--- src/inc/strobe_ram_pkg.sv ---
// constants, carriers and address decode helpers for the strobe-clocked 1k x 4 memory
`default_nettype none
package strobe_ram_pkg;

  // ----------------------------------------------------------------
  // organisation
  // ----------------------------------------------------------------
  localparam int ADDR_W    = 10;
  localparam int DATA_W    = 4;
  localparam int WORDS     = 1024;
  localparam int ROW_BITS  = 6;
  localparam int ROWS      = 64;
  localparam int COL_BITS  = 4;
  localparam int ROW_WIDTH = 64;
  localparam int ROW_LSB   = 0;
  localparam int COL_LSB   = 6;

  // ----------------------------------------------------------------
  // timing
  // ----------------------------------------------------------------
  localparam int CLK_PERIOD_NS  = 50;
  localparam int ACCESS_TIME_NS = 200;
  localparam int PRESET_TIME_NS = 100;
  localparam int DATA_SETUP_NS  = 100;
  // longest times round down, least times round up, never below one cycle
  localparam int ACCESS_CYC_RAW = ACCESS_TIME_NS / CLK_PERIOD_NS;
  localparam int PRESET_CYC_RAW = PRESET_TIME_NS / CLK_PERIOD_NS;
  localparam int SETUP_CYC_RAW  = (DATA_SETUP_NS + CLK_PERIOD_NS - 1) / CLK_PERIOD_NS;
  localparam int ACCESS_CYC     = (ACCESS_CYC_RAW < 1) ? 1 : ACCESS_CYC_RAW;
  localparam int PRESET_CYC     = (PRESET_CYC_RAW < 1) ? 1 : PRESET_CYC_RAW;
  localparam int SETUP_CYC      = (SETUP_CYC_RAW < 1) ? 1 : SETUP_CYC_RAW;
  localparam int CNT_W          = 8;

  // ----------------------------------------------------------------
  // reset values
  // ----------------------------------------------------------------
  localparam logic [DATA_W-1:0] OUT_RESET  = 4'h0;
  localparam logic [ADDR_W-1:0] ADDR_RESET = 10'h000;
  localparam logic              SEL_N_RESET = 1'h1;

  // ----------------------------------------------------------------
  // types
  // ----------------------------------------------------------------
  typedef enum logic [2:0] {
    PH_UNINIT = 3'h0,
    PH_READY  = 3'h1,
    PH_ACCESS = 3'h2,
    PH_VALID  = 3'h3,
    PH_PRESET = 3'h4
  } phase_type;

  typedef struct packed {
    logic              strobe;
    logic              write_n;
    logic              bank_sel_n;
    logic              out_en;
    logic              output_off_ctl;
    logic [ADDR_W-1:0] addr;
    logic [DATA_W-1:0] data;
  } pin_in_type;

  // ----------------------------------------------------------------
  // decode
  // ----------------------------------------------------------------
  function automatic logic [ROW_BITS-1:0] row_of(input logic [ADDR_W-1:0] a);
    return a[COL_LSB-1:ROW_LSB];
  endfunction : row_of

  function automatic logic [COL_BITS-1:0] col_of(input logic [ADDR_W-1:0] a);
    return a[ADDR_W-1:COL_LSB];
  endfunction : col_of

endpackage : strobe_ram_pkg
`default_nettype wire

--- src/rtl/pin_sync.sv ---
// two-stage synchroniser for the pin inputs
`timescale 1ns/1ps
`default_nettype none
module pin_sync #(
  parameter int WIDTH = 1
) (
  input  wire logic             mclk,
  input  wire logic             sys_rst,
  input  wire logic [WIDTH-1:0] async_in,
  output var  logic [WIDTH-1:0] sync_out
);

  // first stage is read by the second stage only
  logic [WIDTH-1:0] meta_q;

  always_ff @(posedge mclk) begin
    if (sys_rst) begin
      meta_q   <= '0;
      sync_out <= '0;
    end else begin
      meta_q   <= async_in;
      sync_out <= meta_q;
    end
  end

endmodule : pin_sync
`default_nettype wire

--- src/rtl/cell_array.sv ---
// storage matrix: 64 rows of 64 cells, 4 of 64 columns picked per access
`timescale 1ns/1ps
`default_nettype none
module cell_array (
  input  wire logic                                mclk,
  input  wire logic [strobe_ram_pkg::ADDR_W-1:0]   addr,
  input  wire logic                                wr_en,
  input  wire logic [strobe_ram_pkg::DATA_W-1:0]   wr_data,
  output var  logic [strobe_ram_pkg::DATA_W-1:0]   rd_data_q
);

  logic [strobe_ram_pkg::ROW_WIDTH-1:0] rows_q [strobe_ram_pkg::ROWS];

  wire [strobe_ram_pkg::ROW_BITS-1:0] row_sel = strobe_ram_pkg::row_of(addr);
  wire [strobe_ram_pkg::ROW_BITS-1:0] col_pos = {strobe_ram_pkg::col_of(addr), 2'h0};

  // ----------------------------------------------------------------
  // write and sense
  // ----------------------------------------------------------------
  always_ff @(posedge mclk) begin
    if (wr_en) begin
      rows_q[row_sel][col_pos +: strobe_ram_pkg::DATA_W] <= wr_data;
    end
    rd_data_q <= rows_q[row_sel][col_pos +: strobe_ram_pkg::DATA_W];
  end

endmodule : cell_array
`default_nettype wire

--- src/rtl/edge_clocked_static_ram_1kx4.sv ---
// strobe-clocked 1024 x 4 static memory with self-timed progress flag
//
// Behaviour
// - 1024 words of 4 bits, chosen by ten-bit address captured at cycle start.
// - low six address bits pick a row, upper four pick 4 of 64 columns.
// - strobe rise captures address; address pins ignored afterwards until next cycle.
// - bank select captured one cycle after the address and kept until the next cycle.
// - unselected chip keeps output buffer off and never writes.
// - write only while selected, strobe high, write line low; either ends it.
// - write line ignored while strobe low; the buffer gate does not decode it, but an active write sets avail_q.
// - a write stores data stable one set-up interval before it ended.
// - during an established write the output shows the data being written.
// - read data enters output register at access end, stable while strobe high.
// - strobe fall latches output data, held while strobe stays low.
// - output disabled while strobe low clears the output data register.
// - each strobe rise that starts a cycle clears the output latch and turns the buffer off.
// - buffer off if enable low or off-control high; on only when selected with data.
// - strobe fall starts preset; new cycle only after; flag low marks completion.
// - flag rises when read data is valid; host may then drop strobe.
// - flag runs as for a read in every cycle; host judges write completion.
// - flag always driven and unaffected by the output enable controls.
`timescale 1ns/1ps
`default_nettype none
module edge_clocked_static_ram_1kx4 #(
  parameter int ACCESS_CYCLES = strobe_ram_pkg::ACCESS_CYC,
  parameter int PRESET_CYCLES = strobe_ram_pkg::PRESET_CYC,
  parameter int SETUP_CYCLES  = strobe_ram_pkg::SETUP_CYC
) (
  input  wire logic                              mclk,
  input  wire logic                              sys_rst,
  input  wire logic                              strobe,
  input  wire logic                              write_n,
  input  wire logic                              bank_sel_n,
  input  wire logic                              out_en,
  input  wire logic                              output_off_ctl,
  input  wire logic [strobe_ram_pkg::ADDR_W-1:0] addr,
  input  wire logic [strobe_ram_pkg::DATA_W-1:0] data_in,
  output var  logic [strobe_ram_pkg::DATA_W-1:0] data_out,
  output var  logic                              data_oe,
  output var  logic                              cycle_progress_flag
);

  // ----------------------------------------------------------------
  // pin synchronisation
  // ----------------------------------------------------------------
  // all pins share one two-stage synchroniser so they keep their relative timing
  strobe_ram_pkg::pin_in_type pins_raw;
  strobe_ram_pkg::pin_in_type pins_s;
  logic [$bits(strobe_ram_pkg::pin_in_type)-1:0] pins_sync;

  assign pins_raw.strobe         = strobe;
  assign pins_raw.write_n        = write_n;
  assign pins_raw.bank_sel_n     = bank_sel_n;
  assign pins_raw.out_en         = out_en;
  assign pins_raw.output_off_ctl = output_off_ctl;
  assign pins_raw.addr           = addr;
  assign pins_raw.data           = data_in;

  pin_sync #(
    .WIDTH ($bits(strobe_ram_pkg::pin_in_type))
  ) u_pin_sync (
    .mclk     (mclk),
    .sys_rst  (sys_rst),
    .async_in (pins_raw),
    .sync_out (pins_sync)
  );

  assign pins_s = strobe_ram_pkg::pin_in_type'(pins_sync);

  // ----------------------------------------------------------------
  // state
  // ----------------------------------------------------------------
  strobe_ram_pkg::phase_type                 phase_q;
  strobe_ram_pkg::phase_type                 phase_d;
  logic [strobe_ram_pkg::CNT_W-1:0]          cnt_q;
  logic [strobe_ram_pkg::CNT_W-1:0]          cnt_d;
  logic                                      strobe_q;
  logic [strobe_ram_pkg::ADDR_W-1:0]         addr_q;
  logic                                      sel_n_q;
  logic                                      sel_pend_q;
  logic [strobe_ram_pkg::DATA_W-1:0]         out_q;
  logic                                      avail_q;
  logic                                      write_q;
  logic                                      flag_q;
  logic [strobe_ram_pkg::DATA_W-1:0]         hist_q [SETUP_CYCLES];
  logic [strobe_ram_pkg::DATA_W-1:0]         rd_data;

  // ----------------------------------------------------------------
  // decode
  // ----------------------------------------------------------------
  wire strobe_rise  = pins_s.strobe & ~strobe_q;
  wire strobe_fall  = ~pins_s.strobe & strobe_q;
  // a rise during preset is not a cycle: the array is not ready for it
  wire accept       = strobe_rise & (phase_q == strobe_ram_pkg::PH_READY);
  wire in_cycle     = (phase_q == strobe_ram_pkg::PH_ACCESS) | (phase_q == strobe_ram_pkg::PH_VALID);
  // bank select is taken one cycle after the rise, giving a late select some slack
  wire selected     = ~sel_n_q & ~sel_pend_q;
  wire out_enabled  = pins_s.out_en & ~pins_s.output_off_ctl;
  wire write_active = selected & pins_s.strobe & ~pins_s.write_n & in_cycle;
  wire write_end    = write_q & ~write_active;
  wire access_done  = (phase_q == strobe_ram_pkg::PH_ACCESS) & (cnt_q == '0) & pins_s.strobe;
  wire preset_done  = (phase_q == strobe_ram_pkg::PH_PRESET) & (cnt_q == '0);
  wire flag_d       = (phase_d == strobe_ram_pkg::PH_VALID) | (phase_d == strobe_ram_pkg::PH_PRESET);

  // ----------------------------------------------------------------
  // phase sequencing
  // ----------------------------------------------------------------
  always_comb begin
    phase_d = phase_q;
    cnt_d   = cnt_q;
    case (phase_q)
      strobe_ram_pkg::PH_UNINIT: begin
        // nothing is valid until the host has held the strobe low once
        if (!pins_s.strobe) begin
          phase_d = strobe_ram_pkg::PH_PRESET;
          cnt_d   = strobe_ram_pkg::CNT_W'(PRESET_CYCLES - 1);
        end
      end
      strobe_ram_pkg::PH_READY: begin
        if (accept) begin
          phase_d = strobe_ram_pkg::PH_ACCESS;
          cnt_d   = strobe_ram_pkg::CNT_W'(ACCESS_CYCLES - 1);
        end
      end
      strobe_ram_pkg::PH_ACCESS: begin
        if (!pins_s.strobe) begin
          phase_d = strobe_ram_pkg::PH_PRESET;
          cnt_d   = strobe_ram_pkg::CNT_W'(PRESET_CYCLES - 1);
        end else if (cnt_q == '0) begin
          phase_d = strobe_ram_pkg::PH_VALID;
        end else begin
          cnt_d = cnt_q - 1'h1;
        end
      end
      strobe_ram_pkg::PH_VALID: begin
        if (!pins_s.strobe) begin
          phase_d = strobe_ram_pkg::PH_PRESET;
          cnt_d   = strobe_ram_pkg::CNT_W'(PRESET_CYCLES - 1);
        end
      end
      strobe_ram_pkg::PH_PRESET: begin
        // the preset runs to its end even if the strobe rises early
        if (cnt_q == '0) begin
          phase_d = strobe_ram_pkg::PH_READY;
        end else begin
          cnt_d = cnt_q - 1'h1;
        end
      end
      default: begin
        phase_d = strobe_ram_pkg::PH_UNINIT;
        cnt_d   = '0;
      end
    endcase
  end

  always_ff @(posedge mclk) begin
    if (sys_rst) begin
      phase_q  <= strobe_ram_pkg::PH_UNINIT;
      cnt_q    <= '0;
      strobe_q <= 1'h0;
      flag_q   <= 1'h0;
    end else begin
      phase_q  <= phase_d;
      cnt_q    <= cnt_d;
      strobe_q <= pins_s.strobe;
      flag_q   <= flag_d;
    end
  end

  // ----------------------------------------------------------------
  // address and bank select capture
  // ----------------------------------------------------------------
  always_ff @(posedge mclk) begin
    if (sys_rst) begin
      addr_q     <= strobe_ram_pkg::ADDR_RESET;
      sel_n_q    <= strobe_ram_pkg::SEL_N_RESET;
      sel_pend_q <= 1'h0;
    end else begin
      sel_pend_q <= accept;
      if (accept) begin
        addr_q <= pins_s.addr;
      end
      if (sel_pend_q) begin
        sel_n_q <= pins_s.bank_sel_n;
      end
    end
  end

  // ----------------------------------------------------------------
  // write path
  // ----------------------------------------------------------------
  // a short history of the data pins; the cell takes the oldest entry when the
  // write ends, so late changes inside the set-up window do not reach the cell
  always_ff @(posedge mclk) begin
    if (sys_rst) begin
      write_q <= 1'h0;
      for (int i = 0; i < SETUP_CYCLES; i++) begin
        hist_q[i] <= strobe_ram_pkg::OUT_RESET;
      end
    end else begin
      write_q   <= write_active;
      hist_q[0] <= pins_s.data;
      for (int i = 1; i < SETUP_CYCLES; i++) begin
        hist_q[i] <= hist_q[i-1];
      end
    end
  end

  cell_array u_cell_array (
    .mclk      (mclk),
    .addr      (addr_q),
    .wr_en     (write_end),
    .wr_data   (hist_q[SETUP_CYCLES-1]),
    .rd_data_q (rd_data)
  );

  // ----------------------------------------------------------------
  // output data register
  // ----------------------------------------------------------------
  always_ff @(posedge mclk) begin
    if (sys_rst) begin
      out_q   <= strobe_ram_pkg::OUT_RESET;
      avail_q <= 1'h0;
    end else if (accept) begin
      out_q   <= strobe_ram_pkg::OUT_RESET;
      avail_q <= 1'h0;
    end else if (!pins_s.strobe && !out_enabled) begin
      out_q   <= strobe_ram_pkg::OUT_RESET;
      avail_q <= 1'h0;
    end else if (write_active) begin
      out_q   <= pins_s.data;
      avail_q <= 1'h1;
    end else if (access_done) begin
      out_q   <= rd_data;
      avail_q <= 1'h1;
    end
    // otherwise held: stable while the strobe stays high and latched while low
  end

  assign data_out = out_q;
  // the buffer gate decodes the synchronised enable and off-control pins by level, so those two controls act two clock cycles after the pins change
  assign data_oe  = selected & out_enabled & avail_q;
  assign cycle_progress_flag = flag_q;

  // ----------------------------------------------------------------
  // checks
  // ----------------------------------------------------------------
  localparam int ACC_LIM = 300;
  localparam int PRE_LIM = 300;

  property p_oe_gate;
    @(posedge mclk) disable iff (sys_rst)
      data_oe |-> (pins_s.out_en && !pins_s.output_off_ctl && !sel_n_q && avail_q);
  endproperty
  a_oe_gate: assert property (p_oe_gate) else $error("output buffer on without enable");

  property p_no_write_unselected;
    @(posedge mclk) disable iff (sys_rst)
      write_end |-> $past(!sel_n_q && pins_s.strobe && !pins_s.write_n);
  endproperty
  a_no_write_unselected: assert property (p_no_write_unselected) else $error("write without select");

  property p_write_needs_strobe;
    @(posedge mclk) disable iff (sys_rst)
      !pins_s.strobe |-> !write_active;
  endproperty
  a_write_needs_strobe: assert property (p_write_needs_strobe) else $error("write while strobe low");

  property p_rise_clears;
    @(posedge mclk) disable iff (sys_rst)
      accept |=> (out_q == strobe_ram_pkg::OUT_RESET) && !data_oe;
  endproperty
  a_rise_clears: assert property (p_rise_clears) else $error("output not cleared at cycle start");

  property p_disable_clears;
    @(posedge mclk) disable iff (sys_rst)
      (!pins_s.strobe && !out_enabled && !accept) |=> (out_q == strobe_ram_pkg::OUT_RESET) && !avail_q;
  endproperty
  a_disable_clears: assert property (p_disable_clears) else $error("output register not cleared");

  property p_low_holds;
    @(posedge mclk) disable iff (sys_rst)
      (!pins_s.strobe && out_enabled && !accept) |=> $stable(out_q);
  endproperty
  a_low_holds: assert property (p_low_holds) else $error("output changed while strobe low");

  property p_write_echo;
    @(posedge mclk) disable iff (sys_rst)
      (write_active && !accept) |=> (out_q == $past(pins_s.data, 1));
  endproperty
  a_write_echo: assert property (p_write_echo) else $error("output does not follow write data");

  property p_addr_only_at_accept;
    @(posedge mclk) disable iff (sys_rst)
      $changed(addr_q) |-> $past(accept);
  endproperty
  a_addr_only_at_accept: assert property (p_addr_only_at_accept) else $error("address moved mid cycle");

  property p_sel_only_after_accept;
    @(posedge mclk) disable iff (sys_rst)
      $changed(sel_n_q) |-> $past(accept, 2);
  endproperty
  a_sel_only_after_accept: assert property (p_sel_only_after_accept) else $error("select moved mid cycle");

  property p_access_bound;
    @(posedge mclk) disable iff (sys_rst)
      accept |-> ##[1:ACC_LIM] (cycle_progress_flag || !pins_s.strobe);
  endproperty
  a_access_bound: assert property (p_access_bound) else $error("access never completed");

  property p_flag_rise_at_valid;
    @(posedge mclk) disable iff (sys_rst)
      access_done |=> (phase_q == strobe_ram_pkg::PH_VALID) ##0 cycle_progress_flag;
  endproperty
  a_flag_rise_at_valid: assert property (p_flag_rise_at_valid) else $error("flag late at access end");

  property p_preset_bound;
    @(posedge mclk) disable iff (sys_rst)
      (strobe_fall && phase_q == strobe_ram_pkg::PH_VALID) |-> ##[1:PRE_LIM] !cycle_progress_flag;
  endproperty
  a_preset_bound: assert property (p_preset_bound) else $error("preset never completed");

  property p_flag_falls_after_preset;
    @(posedge mclk) disable iff (sys_rst)
      $fell(cycle_progress_flag) |-> $past(preset_done);
  endproperty
  a_flag_falls_after_preset: assert property (p_flag_falls_after_preset) else $error("flag fell early");

  property p_flag_ignores_oe;
    @(posedge mclk) disable iff (sys_rst)
      (phase_q == strobe_ram_pkg::PH_VALID) |-> cycle_progress_flag;
  endproperty
  a_flag_ignores_oe: assert property (p_flag_ignores_oe) else $error("flag dropped while valid");

  property p_read_stable_high;
    @(posedge mclk) disable iff (sys_rst)
      (phase_q == strobe_ram_pkg::PH_VALID && pins_s.strobe && !write_active && out_enabled) |=> $stable(out_q);
  endproperty
  a_read_stable_high: assert property (p_read_stable_high) else $error("read data moved");

endmodule : edge_clocked_static_ram_1kx4
`default_nettype wire

--- config.mk ---
export PLATFORM = sky130hd
export DESIGN_NAME = edge_clocked_static_ram_1kx4
export DESIGN_NICKNAME = d
export VERILOG_FILES = /design/src/inc/strobe_ram_pkg.sv /design/src/rtl/pin_sync.sv /design/src/rtl/cell_array.sv /design/src/rtl/edge_clocked_static_ram_1kx4.sv
export SDC_FILE = /design/constraint.sdc
export NUM_CORES = 2
export LEC_CHECK = 0
export ABC_AREA = 0
export BUFFER_PORTS_ARGS = -buffer_cell sky130_fd_sc_hd__buf_2
export CAP_MARGIN = 10
export CORE_ASPECT_RATIO = 1.4
export CORE_MARGIN = 2
export CORE_UTILIZATION = 30
export DETAILED_ROUTE_END_ITERATION = 8
export GPL_ROUTABILITY_DRIVEN = 0
export PLACE_DENSITY = 0.43
export SYNTH_ARGS = -nofsm -noshare
export SYNTH_HDL_FRONTEND = slang
export SYNTH_MEMORY_MAX_BITS = 65536
export SYNTH_SLANG_ARGS = --single-unit
export TNS_END_PERCENT = 20
--- constraint.sdc ---
create_clock -name mclk -period 4.7 [get_ports mclk]
set_clock_uncertainty 0.2 [all_clocks]
set_input_delay 0.47 -clock mclk [delete_from_list [all_inputs] [get_ports mclk]]
set_output_delay 0.47 -clock mclk [all_outputs]
set_load 0.1 [all_outputs]
==> metrics.txt <==
outcome=finished with violations; violated checks=setup timing; dpl hpwl=419000 µm; clock root cell=clkbuf_16; Max clock buf depth=4; setup slack at placement=-0.623 ns; CP Launch Type=flop; CP dominant cell by count=buf_4; Final Hold Viols=0; Worst Setup Path Type=reg -> reg; Critical Path RT=5.37 ns; initial antenna violation count=80; Starting Density=0.301; setup violators final=1; layout net count=9181; part of the cycle the worst path needs=1.01; Core Footprint=0.550 mm²; final setup TNS=-0.0396 ns; Chip Width=632 µm; Top FF cell, synth=edfxtp_1; RSZ-0062 raised after global routing=no; total grt overflow=0; fin crit period=4.74 ns; EDFF count, synth=4096; setup ws final=-0.0396 ns; Avg Inst Size Synth=19.2 µm²; All-Layer GR Usage=0.221; Fmax=211 MHz; top-area cell type share of the netlist area=0.743; worst path bufs/invs=4; layout cell share with drive strength beyond 1=0.250; syn nets=8636; Placement Cell Area=0.178 mm²; leak pwr=51.1 nW; wire length of the first global-routing pass=837000 µm; Initial DRT Pass Iterations=6; total CTS buffers=403; main area contributors after synthesis=edfxtp_1 74%, mux4_2 12%, mux2i_1 2.7%, nor2_1 2.7%, dfxtp_1 1.1%; layout overhead on the synthesized area=16.5%; slowest stage cell, crit path=nor4_1; mapped cell area=0.166 mm²; Slew HR=0.0747; vias in the first global route=91.9k; slowest cell delay on critical path=0.90 ns; TritonCTS clock tree=built; Synth Register Bits=4183; ys async rst share=0; port buffer count=26; clk_lat worst skew=1.00 ns; Yosys warning count=0; placed insts=16.0k; Post-Synthesis Cells=8610; die height=883 µm; Routed Antenna Nets=0; I/O pin count=27; fin util=0.351; register clock-pin slew on the reported worst setup and hold paths=0.07 ns; Max rail drop VDD=0.000340 V; wire length per cell=37.4 µm; maximum number of pins on one net before global-route repair=65; clock sink count=4183; proportion of synthesized chip area in sequential cells=0.753; Die ar.=0.558 mm²; crit path cell chain=or2_4 -> buf_12 -> buf_4 -> buf_4 -> o221ai_1 -> o22ai_1 -> nor3_1 -> nor4_1 -> buf_4 -> a21oi_1 -> a31oi_1 -> nor3_1; H-tree depth=5; Pins Over Slew Limit=0; type of the worst min-delay path=reg -> reg; Final Routed Wirelength=630000 µm; DR vias/cell=5.40; DRC Markers=0; WP data arrival=5.41 ns; cell taking the most area after synthesis=edfxtp_1; fin area=0.193 mm²; Least-Margin Pin Slew=1.38 ns; crit path capture type=flop; Site Rows=322; DR vias=90.9k; Max Fanout on Critical Path=16; Netlist cell types=86; power density over cell area=391 mW/mm²; Cell Count, Final, Fillers Out=16.8k; max-cap violations=0; First DRT Iteration DRCs=10.7k; cell family with most CP delay=simple AND/OR/NAND/NOR gates
## logic make-up after synthesis
kind of cell | Yosys count | synth area share
DFF | 4183 | 0.753
and+or+nand+nor | 1745 | 0.0443
muxes | 1364 | 0.151
AOI/OAI and AO/OA | 702 | 0.0301
buffers and inverters | 605 | 0.0210
xor gates and xnor gates | 6 | 0.000317
adders and majority gates | 5 | 0.000378
## path summary, 6_finish.rpt
check | from | end | slack [ns] | cells after the start
hold reg to reg | u_pin_sync.meta_q[5] | u_pin_sync.sync_out[5] | 0.24 | 1
setup / recovery | flop | u_cell_array.rd_data_q[2] | -0.04 | 12
hold / removal | u_pin_sync.meta_q[5] | u_pin_sync.sync_out[5] | 0.24 | 1
setup reg to reg | flop | u_cell_array.rd_data_q[2] | -0.04 | 12
## stage by stage
stage	hold WS, ns	total power (W)
2_1_floorplan	0.214	0.0418
3_3_place_gp	0.227	0.0421
4_1_cts	0.249	0.0759
6_report	0.244	0.0753
3_5_place_dp	0.227	0.0421
5_1_grt	0.258	0.0772
## sequential cells by signal, indices dropped and copies added (netlist names), 4 cells and up, named ones only
signal                  flops
data_out                    4
u_pin_sync.meta_q          19
cnt_q                       8
u_cell_array.rows_q      4096
u_pin_sync.sync_out        19
u_cell_array.rd_data_q      4
addr_q                     10
hist_q                      8
## cell type report
type                       instances  area (µm²)
antenna                           57         143
clock buffer                     478       10600
clock inverter                   263        2940
fill                           51500      357000
inverter                          15        73.8
multi-input combinational       3822       38000
sequential                      4183      125000
tap                             7290        9120
timing repair buffer             730        7180
## synthesized netlist by cell type, types with 14 or more instances
cell      count
edfxtp_1   4096
nor2_1     1180
mux4_2      882
mux2i_1     451
clkbuf_1    304
nand2_1     217
o221ai_1    152
o22ai_1     137
a21oi_1     124
buf_2       100
dfxtp_1      87
buf_6        79
nor2b_1      75
nor3_1       75
o21ai_0      61
nand3_1      49
buf_4        43
a22oi_1      42
buf_1        37
a211oi_1     36
and3_1       33
nor4_1       24
buf_8        22
and2_1       18
mux2_2       18
a221oi_1     17
a31oi_1      15
nand2b_1     15
a311oi_1     14
inv_1        14
## where the power goes
part           leakage (nW)  internal, W  switching [W]
clock                  6.58       0.0194         0.0146
sequential             32.4       0.0404      0.0000870
combinational          12.1     0.000343       0.000556
total                  51.1       0.0601         0.0153
## cell usage in the layout (no fill, tap or decap), types with 60 or more instances in the layout
cell type	netlist	routed
buf_4	43	519
dfxtp_1	87	80
nor2_1	1180	1144
clkinv_2	0	78
mux4_2	882	882
a21oi_1	124	124
nand2_2	0	60
mux2i_1	451	451
buf_12	5	130
o221ai_1	152	152
nor3_1	75	73
clkbuf_16	0	409
edfxtp_1	4096	4096
bufinv_16	0	60
nand2_1	217	144
clkbuf_1	304	61
nor2b_1	75	69
clkinv_1	0	72
o22ai_1	137	137
## per-layer routing
| layer | track usage | part of all wire |
|---|---|---|
| met2 | 0.384 | 0.51 |
| met3 | 0.0401 | 0.075 |
| met5 | 0 | 0.00013 |
| met4 | 0.0975 | 0.049 |
| met1 | 0.269 | 0.37 |
## repair_timing
action                                  CTS  global route
endpoints found under the hold margin    42             0
hold buffers                             55             0
endpoints found under the setup margin    3             0
buffers inserted                          5             0
gates resized for setup                   3             0
No activity file was read; power rests on OpenSTA's default activity.
